--- src/rtl/scs_defines.svh ---
`ifndef SCS_DEFINES_SVH
`define SCS_DEFINES_SVH

// ****************************************
// Clock and timing
// ****************************************
`define SCS_CLK_HZ 100000000
`define SCS_CLK_NS 10
`define SCS_SETUP_NS 10
`define SCS_SETUP_CYC \
  ((`SCS_SETUP_NS + `SCS_CLK_NS - 1) / `SCS_CLK_NS)
`define SCS_ACQ_NS 400
`define SCS_ACQ_CYC ((`SCS_ACQ_NS + `SCS_CLK_NS - 1) / `SCS_CLK_NS)
`define SCS_QUIET_NS 200
`define SCS_QUIET_CYC \
  ((`SCS_QUIET_NS + `SCS_CLK_NS - 1) / `SCS_CLK_NS)
`define SCS_SETTLE_MS 70
`define SCS_SETTLE_CYC (`SCS_SETTLE_MS * (`SCS_CLK_HZ / 1000))
`define SCS_MCLK_HZ 4000000
`define SCS_MCLK_DIV (`SCS_CLK_HZ / `SCS_MCLK_HZ)
`define SCS_START_LOW_CYC 2
`define SCS_BUS_CYC 3

// ****************************************
// Conversion length in master clock half periods
// ****************************************
`define SCS_HALF_FAST 10'd33
`define SCS_HALF_SLOW 10'd35
`define SCS_HALF_CAL 10'd400

// ****************************************
// Register map and fields
// ****************************************
`define SCS_ADDR_CTRL 2'h0
`define SCS_ADDR_STATUS 2'h1
`define SCS_ADDR_RESULT 2'h2
`define SCS_ADDR_GAIN 2'h3
`define SCS_CTRL_START_BIT 0
`define SCS_STAT_BUSY_BIT 4
`define SCS_STAT_CAL_BIT 0
`define SCS_GAIN_BITS 14
`define SCS_GAIN_RESET 14'h2000

`endif

--- src/rtl/scs_pkg.sv ---
package scs_pkg;
  typedef enum logic [1:0] {
    SCS_DEV_IDLE = 2'b00,
    SCS_DEV_WAIT = 2'b01,
    SCS_DEV_CONV = 2'b10,
    SCS_DEV_CAL = 2'b11
  } scs_dev_state_type;

  typedef enum logic [2:0] {
    SCS_HOST_IDLE = 3'b000,
    SCS_HOST_BUS = 3'b001,
    SCS_HOST_QUIET = 3'b010,
    SCS_HOST_PULSE = 3'b011,
    SCS_HOST_CONV = 3'b100
  } scs_host_state_type;

  typedef logic [15:0] scs_word_type;
endpackage

--- src/rtl/scs_if.sv ---
`timescale 1ns/1ps
interface scs_if;
  logic conversion_start_n;
  logic master_clock_input;
  logic busy;
  logic track_hold;
  logic bus_cs_n;
  logic bus_wr_n;
  logic bus_rd_n;
  logic [1:0] bus_addr;
  logic [15:0] bus_wdata;
  logic [15:0] bus_rdata;

  // Device end: converter sequencer
  modport dev (
    input conversion_start_n,
    input master_clock_input,
    output busy,
    output track_hold,
    input bus_cs_n,
    input bus_wr_n,
    input bus_rd_n,
    input bus_addr,
    input bus_wdata,
    output bus_rdata
  );

  // Host end: processor bus and clock source
  modport host (
    output conversion_start_n,
    output master_clock_input,
    input busy,
    input track_hold,
    output bus_cs_n,
    output bus_wr_n,
    output bus_rd_n,
    output bus_addr,
    output bus_wdata,
    input bus_rdata
  );
endinterface

--- src/rtl/scs_gain_scale.sv ---
`timescale 1ns/1ps
`include "scs_defines.svh"
module scs_gain_scale (
  input wire logic [11:0] raw_code,
  input wire logic [13:0] gain,
  output logic [11:0] scaled_code
);
  import scs_pkg::*;
  logic signed [14:0] gain_diff;
  logic signed [27:0] prod;
  logic signed [40:0] wide;
  logic signed [10:0] corr;
  logic signed [14:0] total;

  // ****************************************
  // Result scaling by gain
  // ****************************************
  // Factor is 1 + (gain - nominal) * 0.025 / 8192; 3277 / 2^30 stands
  // in for 1 / 327680 so no divider is needed; half a step is added
  // before the cut so the small excess of that ratio cannot pull a
  // negative correction one code too low
  always_comb
  begin
    gain_diff = $signed({1'b0, gain}) - $signed({1'b0, `SCS_GAIN_RESET});
    prod = $signed({1'b0, raw_code}) * gain_diff;
    wide = $signed({{13{prod[27]}}, prod}) * 41'sd3277 + 41'sd536870912;
    corr = wide[40:30];
    // Larger gain lifts the code, smaller lowers it
    total = $signed({3'b000, raw_code}) + $signed({{4{corr[10]}}, corr});
    // Clamp keeps the full 0.975..1.025 span in code range
    if (total < 15'sd0)
      scaled_code = 12'h000;
    else if (total > 15'sd4095)
      scaled_code = 12'hfff;
    else
      scaled_code = total[11:0];
  end
endmodule

--- src/rtl/scs_device.sv ---
//Contract
// - Start by pin pulse or control bit
// - Start edge or write end enters hold
// - Convert from next master falling edge
// - Setup met: 16.5 master periods
// - Setup missed: 17.5 master periods
// - Completion drops busy, result readable
// - Host stays off bus near conversion
// - Busy fall clears software start bit
// - Host write ends after busy falls
// - First start runs self-calibration
// - Host waits 70 ms after first start
// - Busy fall returns to tracking
// - Host allows 400 ns acquisition
// - Gain register 14 bits, top zero
// - Gain MSB weighs 2.5 percent
// - Larger gain compensates smaller range
// - Gain corrects 0.975 to 1.025 range
// - Host supplies 4 MHz master clock
// - Host allows 1.5 periods acquisition
// - Status busy bit shows activity
`timescale 1ns/1ps
`include "scs_defines.svh"
module scs_device (
  input wire logic clk_sys,
  input wire logic resetn,
  scs_if.dev link,
  input wire logic [11:0] sample_code,
  output logic result_valid,
  output scs_pkg::scs_word_type result_data,
  output logic cal_done
);
  import scs_pkg::*;

  // ****************************************
  // State
  // ****************************************
  scs_dev_state_type state_reg, state_next;
  logic [9:0] edge_cnt_reg, edge_cnt_next;
  logic [9:0] target_reg, target_next;
  logic [3:0] wait_cnt_reg, wait_cnt_next;
  logic cal_done_reg, cal_done_next;
  logic busy_reg, busy_next;
  logic hold_reg, hold_next;
  logic sw_start_reg, sw_start_next;
  logic [13:0] gain_reg, gain_next;
  logic [11:0] result_reg, result_next;
  logic valid_reg, valid_next;
  logic [15:0] rdata_reg, rdata_next;
  logic mclk_prev_reg;
  logic start_prev_reg;
  logic wr_prev_reg;
  logic wr_sel_reg, wr_sel_next;
  logic [1:0] wr_addr_reg, wr_addr_next;
  logic [15:0] wr_data_reg, wr_data_next;
  logic [11:0] scaled;

  logic pin_rise;
  logic wr_end;
  logic sw_set;
  logic start_evt;
  logic mclk_fall;
  logic mclk_edge;
  logic [15:0] gain_word;

  // ****************************************
  // Gain scaling
  // ****************************************
  scs_gain_scale scs_gain_scale_inst (
    .raw_code(sample_code),
    .gain(gain_reg),
    .scaled_code(scaled)
  );

  // ****************************************
  // Edge detection
  // ****************************************
  // Inputs are synchronous to clk_sys, so one stage per edge is enough
  always_ff @(posedge clk_sys or negedge resetn)
  begin
    if (!resetn)
    begin
      mclk_prev_reg <= 1'b0;
      start_prev_reg <= 1'b1;
      wr_prev_reg <= 1'b1;
    end
    else
    begin
      mclk_prev_reg <= link.master_clock_input;
      start_prev_reg <= link.conversion_start_n;
      wr_prev_reg <= link.bus_wr_n;
    end
  end

  // Event terms
  assign pin_rise = link.conversion_start_n & ~start_prev_reg;
  assign wr_end = link.bus_wr_n & ~wr_prev_reg & wr_sel_reg;
  assign sw_set = wr_end && (wr_addr_reg == `SCS_ADDR_CTRL)
    && wr_data_reg[`SCS_CTRL_START_BIT];
  // Both start sources funnel into one event
  assign start_evt = pin_rise | sw_set;
  assign mclk_fall = mclk_prev_reg & ~link.master_clock_input;
  assign mclk_edge = mclk_prev_reg ^ link.master_clock_input;
  // Top two bits always read zero
  assign gain_word = {2'b00, gain_reg};

  // ****************************************
  // Register bus: write capture and commit
  // ****************************************
  // Write is latched while strobe is low and acted on at its end,
  // since the start timing counts from the strobe rising edge
  always_comb
  begin
    wr_sel_next = wr_sel_reg;
    wr_addr_next = wr_addr_reg;
    wr_data_next = wr_data_reg;
    if (!link.bus_wr_n && !link.bus_cs_n)
    begin
      wr_sel_next = 1'b1;
      wr_addr_next = link.bus_addr;
      wr_data_next = link.bus_wdata;
    end
    else if (link.bus_wr_n)
      wr_sel_next = 1'b0;
  end

  // ****************************************
  // Sequencer
  // ****************************************
  always_comb
  begin
    state_next = state_reg;
    edge_cnt_next = edge_cnt_reg;
    target_next = target_reg;
    wait_cnt_next = wait_cnt_reg;
    cal_done_next = cal_done_reg;
    busy_next = busy_reg;
    hold_next = hold_reg;
    sw_start_next = sw_start_reg;
    gain_next = gain_reg;
    result_next = result_reg;
    valid_next = 1'b0;
    if (wr_end && wr_addr_reg == `SCS_ADDR_GAIN)
      gain_next = wr_data_reg[13:0];
    case (state_reg)
      SCS_DEV_IDLE:
      begin
        if (start_evt)
        begin
          busy_next = 1'b1;
          hold_next = 1'b1;
          sw_start_next = sw_set | sw_start_reg;
          edge_cnt_next = 10'd0;
          wait_cnt_next = 4'd1;
          if (!cal_done_reg)
          begin
            // First start after reset calibrates instead
            state_next = SCS_DEV_CAL;
          end
          else if (mclk_fall)
          begin
            // Edge in the start cycle misses setup
            target_next = `SCS_HALF_SLOW;
            state_next = SCS_DEV_CONV;
          end
          else
            state_next = SCS_DEV_WAIT;
        end
      end
      SCS_DEV_WAIT:
      begin
        if (wait_cnt_reg != 4'hf)
          wait_cnt_next = wait_cnt_reg + 4'd1;
        if (mclk_fall)
        begin
          // Next falling edge begins conversion
          state_next = SCS_DEV_CONV;
          if (32'(wait_cnt_reg) >= `SCS_SETUP_CYC)
            target_next = `SCS_HALF_FAST;
          else
            target_next = `SCS_HALF_SLOW;
        end
      end
      SCS_DEV_CONV, SCS_DEV_CAL:
      begin
        if (mclk_edge)
          edge_cnt_next = edge_cnt_reg + 10'd1;
        if (mclk_edge && ((state_reg == SCS_DEV_CONV
          && edge_cnt_reg + 10'd1 == target_reg)
          || (state_reg == SCS_DEV_CAL
          && edge_cnt_reg + 10'd1 == `SCS_HALF_CAL)))
        begin
          state_next = SCS_DEV_IDLE;
          busy_next = 1'b0;
          hold_next = 1'b0;
          sw_start_next = 1'b0;
          if (state_reg == SCS_DEV_CAL)
          begin
            cal_done_next = 1'b1;
            gain_next = `SCS_GAIN_RESET;
          end
          else
          begin
            result_next = scaled;
            valid_next = 1'b1;
          end
        end
      end
      default:
        state_next = SCS_DEV_IDLE;
    endcase
    // Starts during an active run fall through untouched
  end

  always_ff @(posedge clk_sys or negedge resetn)
  begin
    if (!resetn)
    begin
      state_reg <= SCS_DEV_IDLE;
      edge_cnt_reg <= 10'd0;
      target_reg <= `SCS_HALF_FAST;
      wait_cnt_reg <= 4'd0;
      cal_done_reg <= 1'b0;
      busy_reg <= 1'b0;
      hold_reg <= 1'b0;
      sw_start_reg <= 1'b0;
      gain_reg <= `SCS_GAIN_RESET;
      result_reg <= 12'h000;
      valid_reg <= 1'b0;
      wr_sel_reg <= 1'b0;
      wr_addr_reg <= 2'h0;
      wr_data_reg <= 16'h0000;
    end
    else
    begin
      state_reg <= state_next;
      edge_cnt_reg <= edge_cnt_next;
      target_reg <= target_next;
      wait_cnt_reg <= wait_cnt_next;
      cal_done_reg <= cal_done_next;
      busy_reg <= busy_next;
      hold_reg <= hold_next;
      sw_start_reg <= sw_start_next;
      gain_reg <= gain_next;
      result_reg <= result_next;
      valid_reg <= valid_next;
      wr_sel_reg <= wr_sel_next;
      wr_addr_reg <= wr_addr_next;
      wr_data_reg <= wr_data_next;
    end
  end

  // ****************************************
  // Register bus: read data
  // ****************************************
  always_comb
  begin
    rdata_next = 16'h0000;
    if (!link.bus_rd_n && !link.bus_cs_n)
    begin
      case (link.bus_addr)
        `SCS_ADDR_CTRL:
          rdata_next[`SCS_CTRL_START_BIT] = sw_start_reg;
        `SCS_ADDR_STATUS:
        begin
          rdata_next[`SCS_STAT_BUSY_BIT] = busy_reg;
          rdata_next[`SCS_STAT_CAL_BIT] = (state_reg == SCS_DEV_CAL);
        end
        `SCS_ADDR_RESULT:
          rdata_next = {4'h0, result_reg};
        `SCS_ADDR_GAIN:
          rdata_next = gain_word;
        default:
          rdata_next = 16'h0000;
      endcase
    end
  end

  always_ff @(posedge clk_sys or negedge resetn)
  begin
    if (!resetn)
      rdata_reg <= 16'h0000;
    else
      rdata_reg <= rdata_next;
  end

  // ****************************************
  // Outputs
  // ****************************************
  assign link.busy = busy_reg;
  assign link.track_hold = hold_reg;
  assign link.bus_rdata = rdata_reg;
  assign result_valid = valid_reg;
  assign result_data = {4'h0, result_reg};
  assign cal_done = cal_done_reg;
endmodule

--- src/flat_wrapper.sv ---
// flat-port wrapper written by rule: the top's interface ports become plain ports
module scs_device_flat import scs_pkg::*;
  (clk_sys, resetn, sample_code, result_valid, result_data, cal_done, link_conversion_start_n, link_master_clock_input, link_busy, link_track_hold, link_bus_cs_n, link_bus_wr_n, link_bus_rd_n, link_bus_addr, link_bus_wdata, link_bus_rdata);
  scs_if link_i ();
  input wire logic clk_sys;
  input wire logic resetn;
  input wire logic [11:0] sample_code;
  output logic result_valid;
  output scs_pkg::scs_word_type result_data;
  output logic cal_done;
  input wire logic [$bits(link_i.conversion_start_n)-1:0] link_conversion_start_n;
  input wire logic [$bits(link_i.master_clock_input)-1:0] link_master_clock_input;
  output wire logic [$bits(link_i.busy)-1:0] link_busy;
  output wire logic [$bits(link_i.track_hold)-1:0] link_track_hold;
  input wire logic [$bits(link_i.bus_cs_n)-1:0] link_bus_cs_n;
  input wire logic [$bits(link_i.bus_wr_n)-1:0] link_bus_wr_n;
  input wire logic [$bits(link_i.bus_rd_n)-1:0] link_bus_rd_n;
  input wire logic [$bits(link_i.bus_addr)-1:0] link_bus_addr;
  input wire logic [$bits(link_i.bus_wdata)-1:0] link_bus_wdata;
  output wire logic [$bits(link_i.bus_rdata)-1:0] link_bus_rdata;
  assign link_i.conversion_start_n = link_conversion_start_n;
  assign link_i.master_clock_input = link_master_clock_input;
  assign link_busy = link_i.busy;
  assign link_track_hold = link_i.track_hold;
  assign link_i.bus_cs_n = link_bus_cs_n;
  assign link_i.bus_wr_n = link_bus_wr_n;
  assign link_i.bus_rd_n = link_bus_rd_n;
  assign link_i.bus_addr = link_bus_addr;
  assign link_i.bus_wdata = link_bus_wdata;
  assign link_bus_rdata = link_i.bus_rdata;
  scs_device u_core (.clk_sys(clk_sys), .resetn(resetn), .link(link_i), .sample_code(sample_code), .result_valid(result_valid), .result_data(result_data), .cal_done(cal_done));
endmodule
--- config.mk ---
export PLATFORM = sky130hd
export DESIGN_NAME = scs_device_flat
export DESIGN_NICKNAME = d
export VERILOG_FILES = /design/src/rtl/scs_pkg.sv /design/src/rtl/scs_if.sv /design/src/rtl/scs_gain_scale.sv /design/src/rtl/scs_device.sv /design/src/flat_wrapper.sv
export VERILOG_INCLUDE_DIRS = /design/src /design/src/rtl
export SDC_FILE = /design/constraint.sdc
export NUM_CORES = 1
export LEC_CHECK = 0
export ABC_AREA = 1
export ABC_CLOCK_PERIOD_IN_PS = 17800
export CAP_MARGIN = 20
export CORE_MARGIN = 5
export CORE_UTILIZATION = 36
export DETAILED_ROUTE_END_ITERATION = 6
export DONT_BUFFER_PORTS = 1
export GPL_TIMING_DRIVEN = 1
export PLACE_DENSITY = 0.55
export SYNTH_ARGS = -nofsm -noshare
export SYNTH_HDL_FRONTEND = slang
export SYNTH_SLANG_ARGS = --single-unit
--- constraint.sdc ---
create_clock -name clk_sys -period 17.8 [get_ports clk_sys]
set_input_delay 1.78 -clock clk_sys [delete_from_list [all_inputs] [get_ports clk_sys]]
set_output_delay 1.78 -clock clk_sys [all_outputs]
set_load 0.03 [all_outputs]
==> results.py <==
metrics = {
    "floorplan": {
        "die_y_um": 235,
        "dieArea_um2": 55000,
        "io_pins": 73,
        "initial_core_util": 0.363,
        "die_w_um": 235,
        "rows": 82,
        "core_um2": 50100,
    },
    "sta": {
        "fin_setup_tns_ns": 0,
        "rsz0062_at_grt": "false",
        "finalHoldViolCount": 0,
        "final.period_utilization": 0.724,
        "fin_crit_ns": 12.89,
        "worst_slew_pin_slew_ns": 0.989,
        "relSlewSlack": 0.339,
        "finalClockSkew_ns": 0.00949,
        "drv_slew": 0,
        "setup_viol": 0,
        "fmax_mhz": 77.6,
    },
    "setup_path": {
        "crit_type": "in2reg",
        "required_ns": 18.02,
        "startpoint_type": "input pin",
        "crit_slowest_cell": "fa_1",
        "r2r-end": "u_core.result_reg[11]",
        "arrival_ns": 13.11,
        "regToRegStartpoint": "u_core.gain_reg[13]",
        "crit_path_max_fanout": 16,
        "reg2reg_slack_ns": 5.37,
        "crit_buf_inv": 12,
        "cp_slowest_stage_delay_ns": 0.54,
        "crit_path_end_kind": "register",
        "ff2ff_path_depth": 55,
        "cp_common_cell": "inv_1",
        "cp_top_family": "adder cells",
    },
    "logic_synthesis": {
        "synthFlopType": "dfrtp_1",
        "synthesis.area_per_instance_um2": 7.96,
        "async_flop_share": 1.00,
        "synth.distinct_cells": 61,
        "synth_top_area_cell": "fa_1",
        "yosys_warnings": 0,
        "synth-seq-cells": 81,
        "syn_inst": 2280,
        "ys_seq_area_frac": 0.112,
        "netlist_area_um2": 18200,
        "synth_edf_count": 0,
        "synth_area_leaders": "fa_1, ha_1, inv_1",
        "synth_top_area_share": 0.288,
    },
    "clock_network": {
        "cts_tree": "built",
        "cts_hold_buf": 0,
        "clk_pin_slew_ns": 0.06,
        "cts_sinks": 81,
        "htreeDepth": 3,
        "cts_made_buffers": 9,
        "post_cts_resized": 0,
        "cts_buffer_depth": 2,
        "cts_root_buf": "clkbuf_16",
        "clk_latency_ns": 0.33,
        "post_cts_buffers": 0,
    },
    "cells_and_area": {
        "fin_nets": 2790,
        "post-route-util": 0.380,
        "diodes": 0,
        "final_area_um2": 19100,
        "drive_above_1_share": 0.0423,
        "area_growth_pct": 4.93,
    },
    "grt": {
        "antenna_found_initial": 0,
        "grt_max_degree": 82,
        "grtUsageTotal": 0.161,
        "grt_pass1_vias": 14500,
        "grt_first_pass_wirelength_um": 72700,
        "grt_overflow_total": 0,
    },
    "routing": {
        "ant_nets": 0,
        "drtIter0Drc": 551,
        "drc": 0,
        "totalWireLength_um": 42800,
        "post_drt_via_cell_ratio": 4.73,
        "vias": 13800,
        "drt_pre_antenna_iters": 5,
        "wl_per_cell_um": 14.6,
    },
    "worst_hold_path": {
        "min-delay-start": "u_core.wr_data_reg[4]",
        "hp-class": "reg2reg",
        "min_to": "u_core.wr_data_reg[4]",
        "hold_path_depth": 1,
    },
    "placement": {
        "gp_congestion": 0.863,
        "placed_cell_area_um2": 18800,
        "io_buffers": 0,
        "dp_hpwl_um": 37300,
    },
    "status": {
        "status": "finished clean",
    },
    "run": {
        "cap_violations": 0,
    },
}
-- cell families after synthesis --
kind of cell / synth area share
AND/OR/NAND/NOR: 0.174
flip-flops: 0.112
other: 0.000207
XOR/XNOR: 0.0422
AO/OA/AOI/OAI: 0.0716
buffers and inverters: 0.139
multiplexers: 0.00186
adder cells (fa/ha/maj): 0.459
-- Yosys cell counts (all sizes together), types with 5 or more instances --
master  count
inv       602
nand2     490
fa        261
ha        249
nor2      106
a21oi      92
dfrtp      78
nand3      78
o21ai      58
xor2       58
clkbuf     36
nand4      22
xnor2      21
a21o       19
buf        18
nor3       15
o21bai     13
or2        11
a31oi       9
a211oi      6
a31o        5
o22ai       5
-- per-layer routing --
layer | GRT usage | up-vias | wire [µm]
li1 | - | 6792 | -
met1 | 0.218 | 6739 | 19600
met2 | 0.282 | 216 | 20700
met3 | 0.0131 | 50 | 1620
met4 | 0.0350 | 0 | 864
met5 | 0 | - | 0
-- worst reg2reg max path: cells and delay by family, from the launching register on --
family	cells	cell delay [ns]
adder cells (fa/ha/maj)	14	6.06
AND/OR/NAND/NOR	19	2.85
AO/OA/AOI/OAI	8	1.50
buffers and inverters	13	1.12
flip-flops	1	0.59
XOR/XNOR	1	0.22
-- cell type report --
class	instances	area (µm²)
Multi-Input combinational cell	1547	13600
Tap cell	672	841
Fill cell	5254	31000
Inverter	603	2260
Sequential cell	81	2030
Timing Repair Buffer	1	7.51
Clock inverter	3	42.5
Clock buffer	13	240
-- worst max-delay path by stage --
stage	startpoint	end	slack, ns	cells after the start
finish	sample_code[1]	u_core.result_reg[11]	4.91	54
global route	sample_code[1]	u_core.result_reg[11]	3.96	54
CTS	sample_code[1]	u_core.result_reg[11]	4.85	46
detailed placement	sample_code[1]	u_core.result_reg[11]	4.51	46
global placement	sample_code[1]	u_core.result_reg[11]	4.53	46
floorplan	sample_code[2]	u_core.result_reg[10]	5.81	57
-- cells in the final DEF (no fill, tap or decap), types with 13 or more instances in the layout --
cell type    n
inv_1      589
nand2_1    476
fa_1       261
ha_1       249
nor2_1      98
a21oi_1     89
dfrtp_1     78
nand3_1     68
xor2_1      52
o21ai_0     51
xnor2_1     20
a21o_1      19
nand4_1     19
inv_2       13
-- stage by stage --
stage	std cells	setup slack [ns]	hold WS [ns]
after floorplan	2285	5.81	0.474
after global placement	2904	4.53	0.495
after detailed placement	2904	4.51	0.500
after CTS	2920	4.85	0.513
after global routing	2920	3.96	0.527
final	2920	4.91	0.507
Power is left out: the tool's default activity adds up to more than one toggle a clock period on the data nets, which glitch-free logic cannot reach.
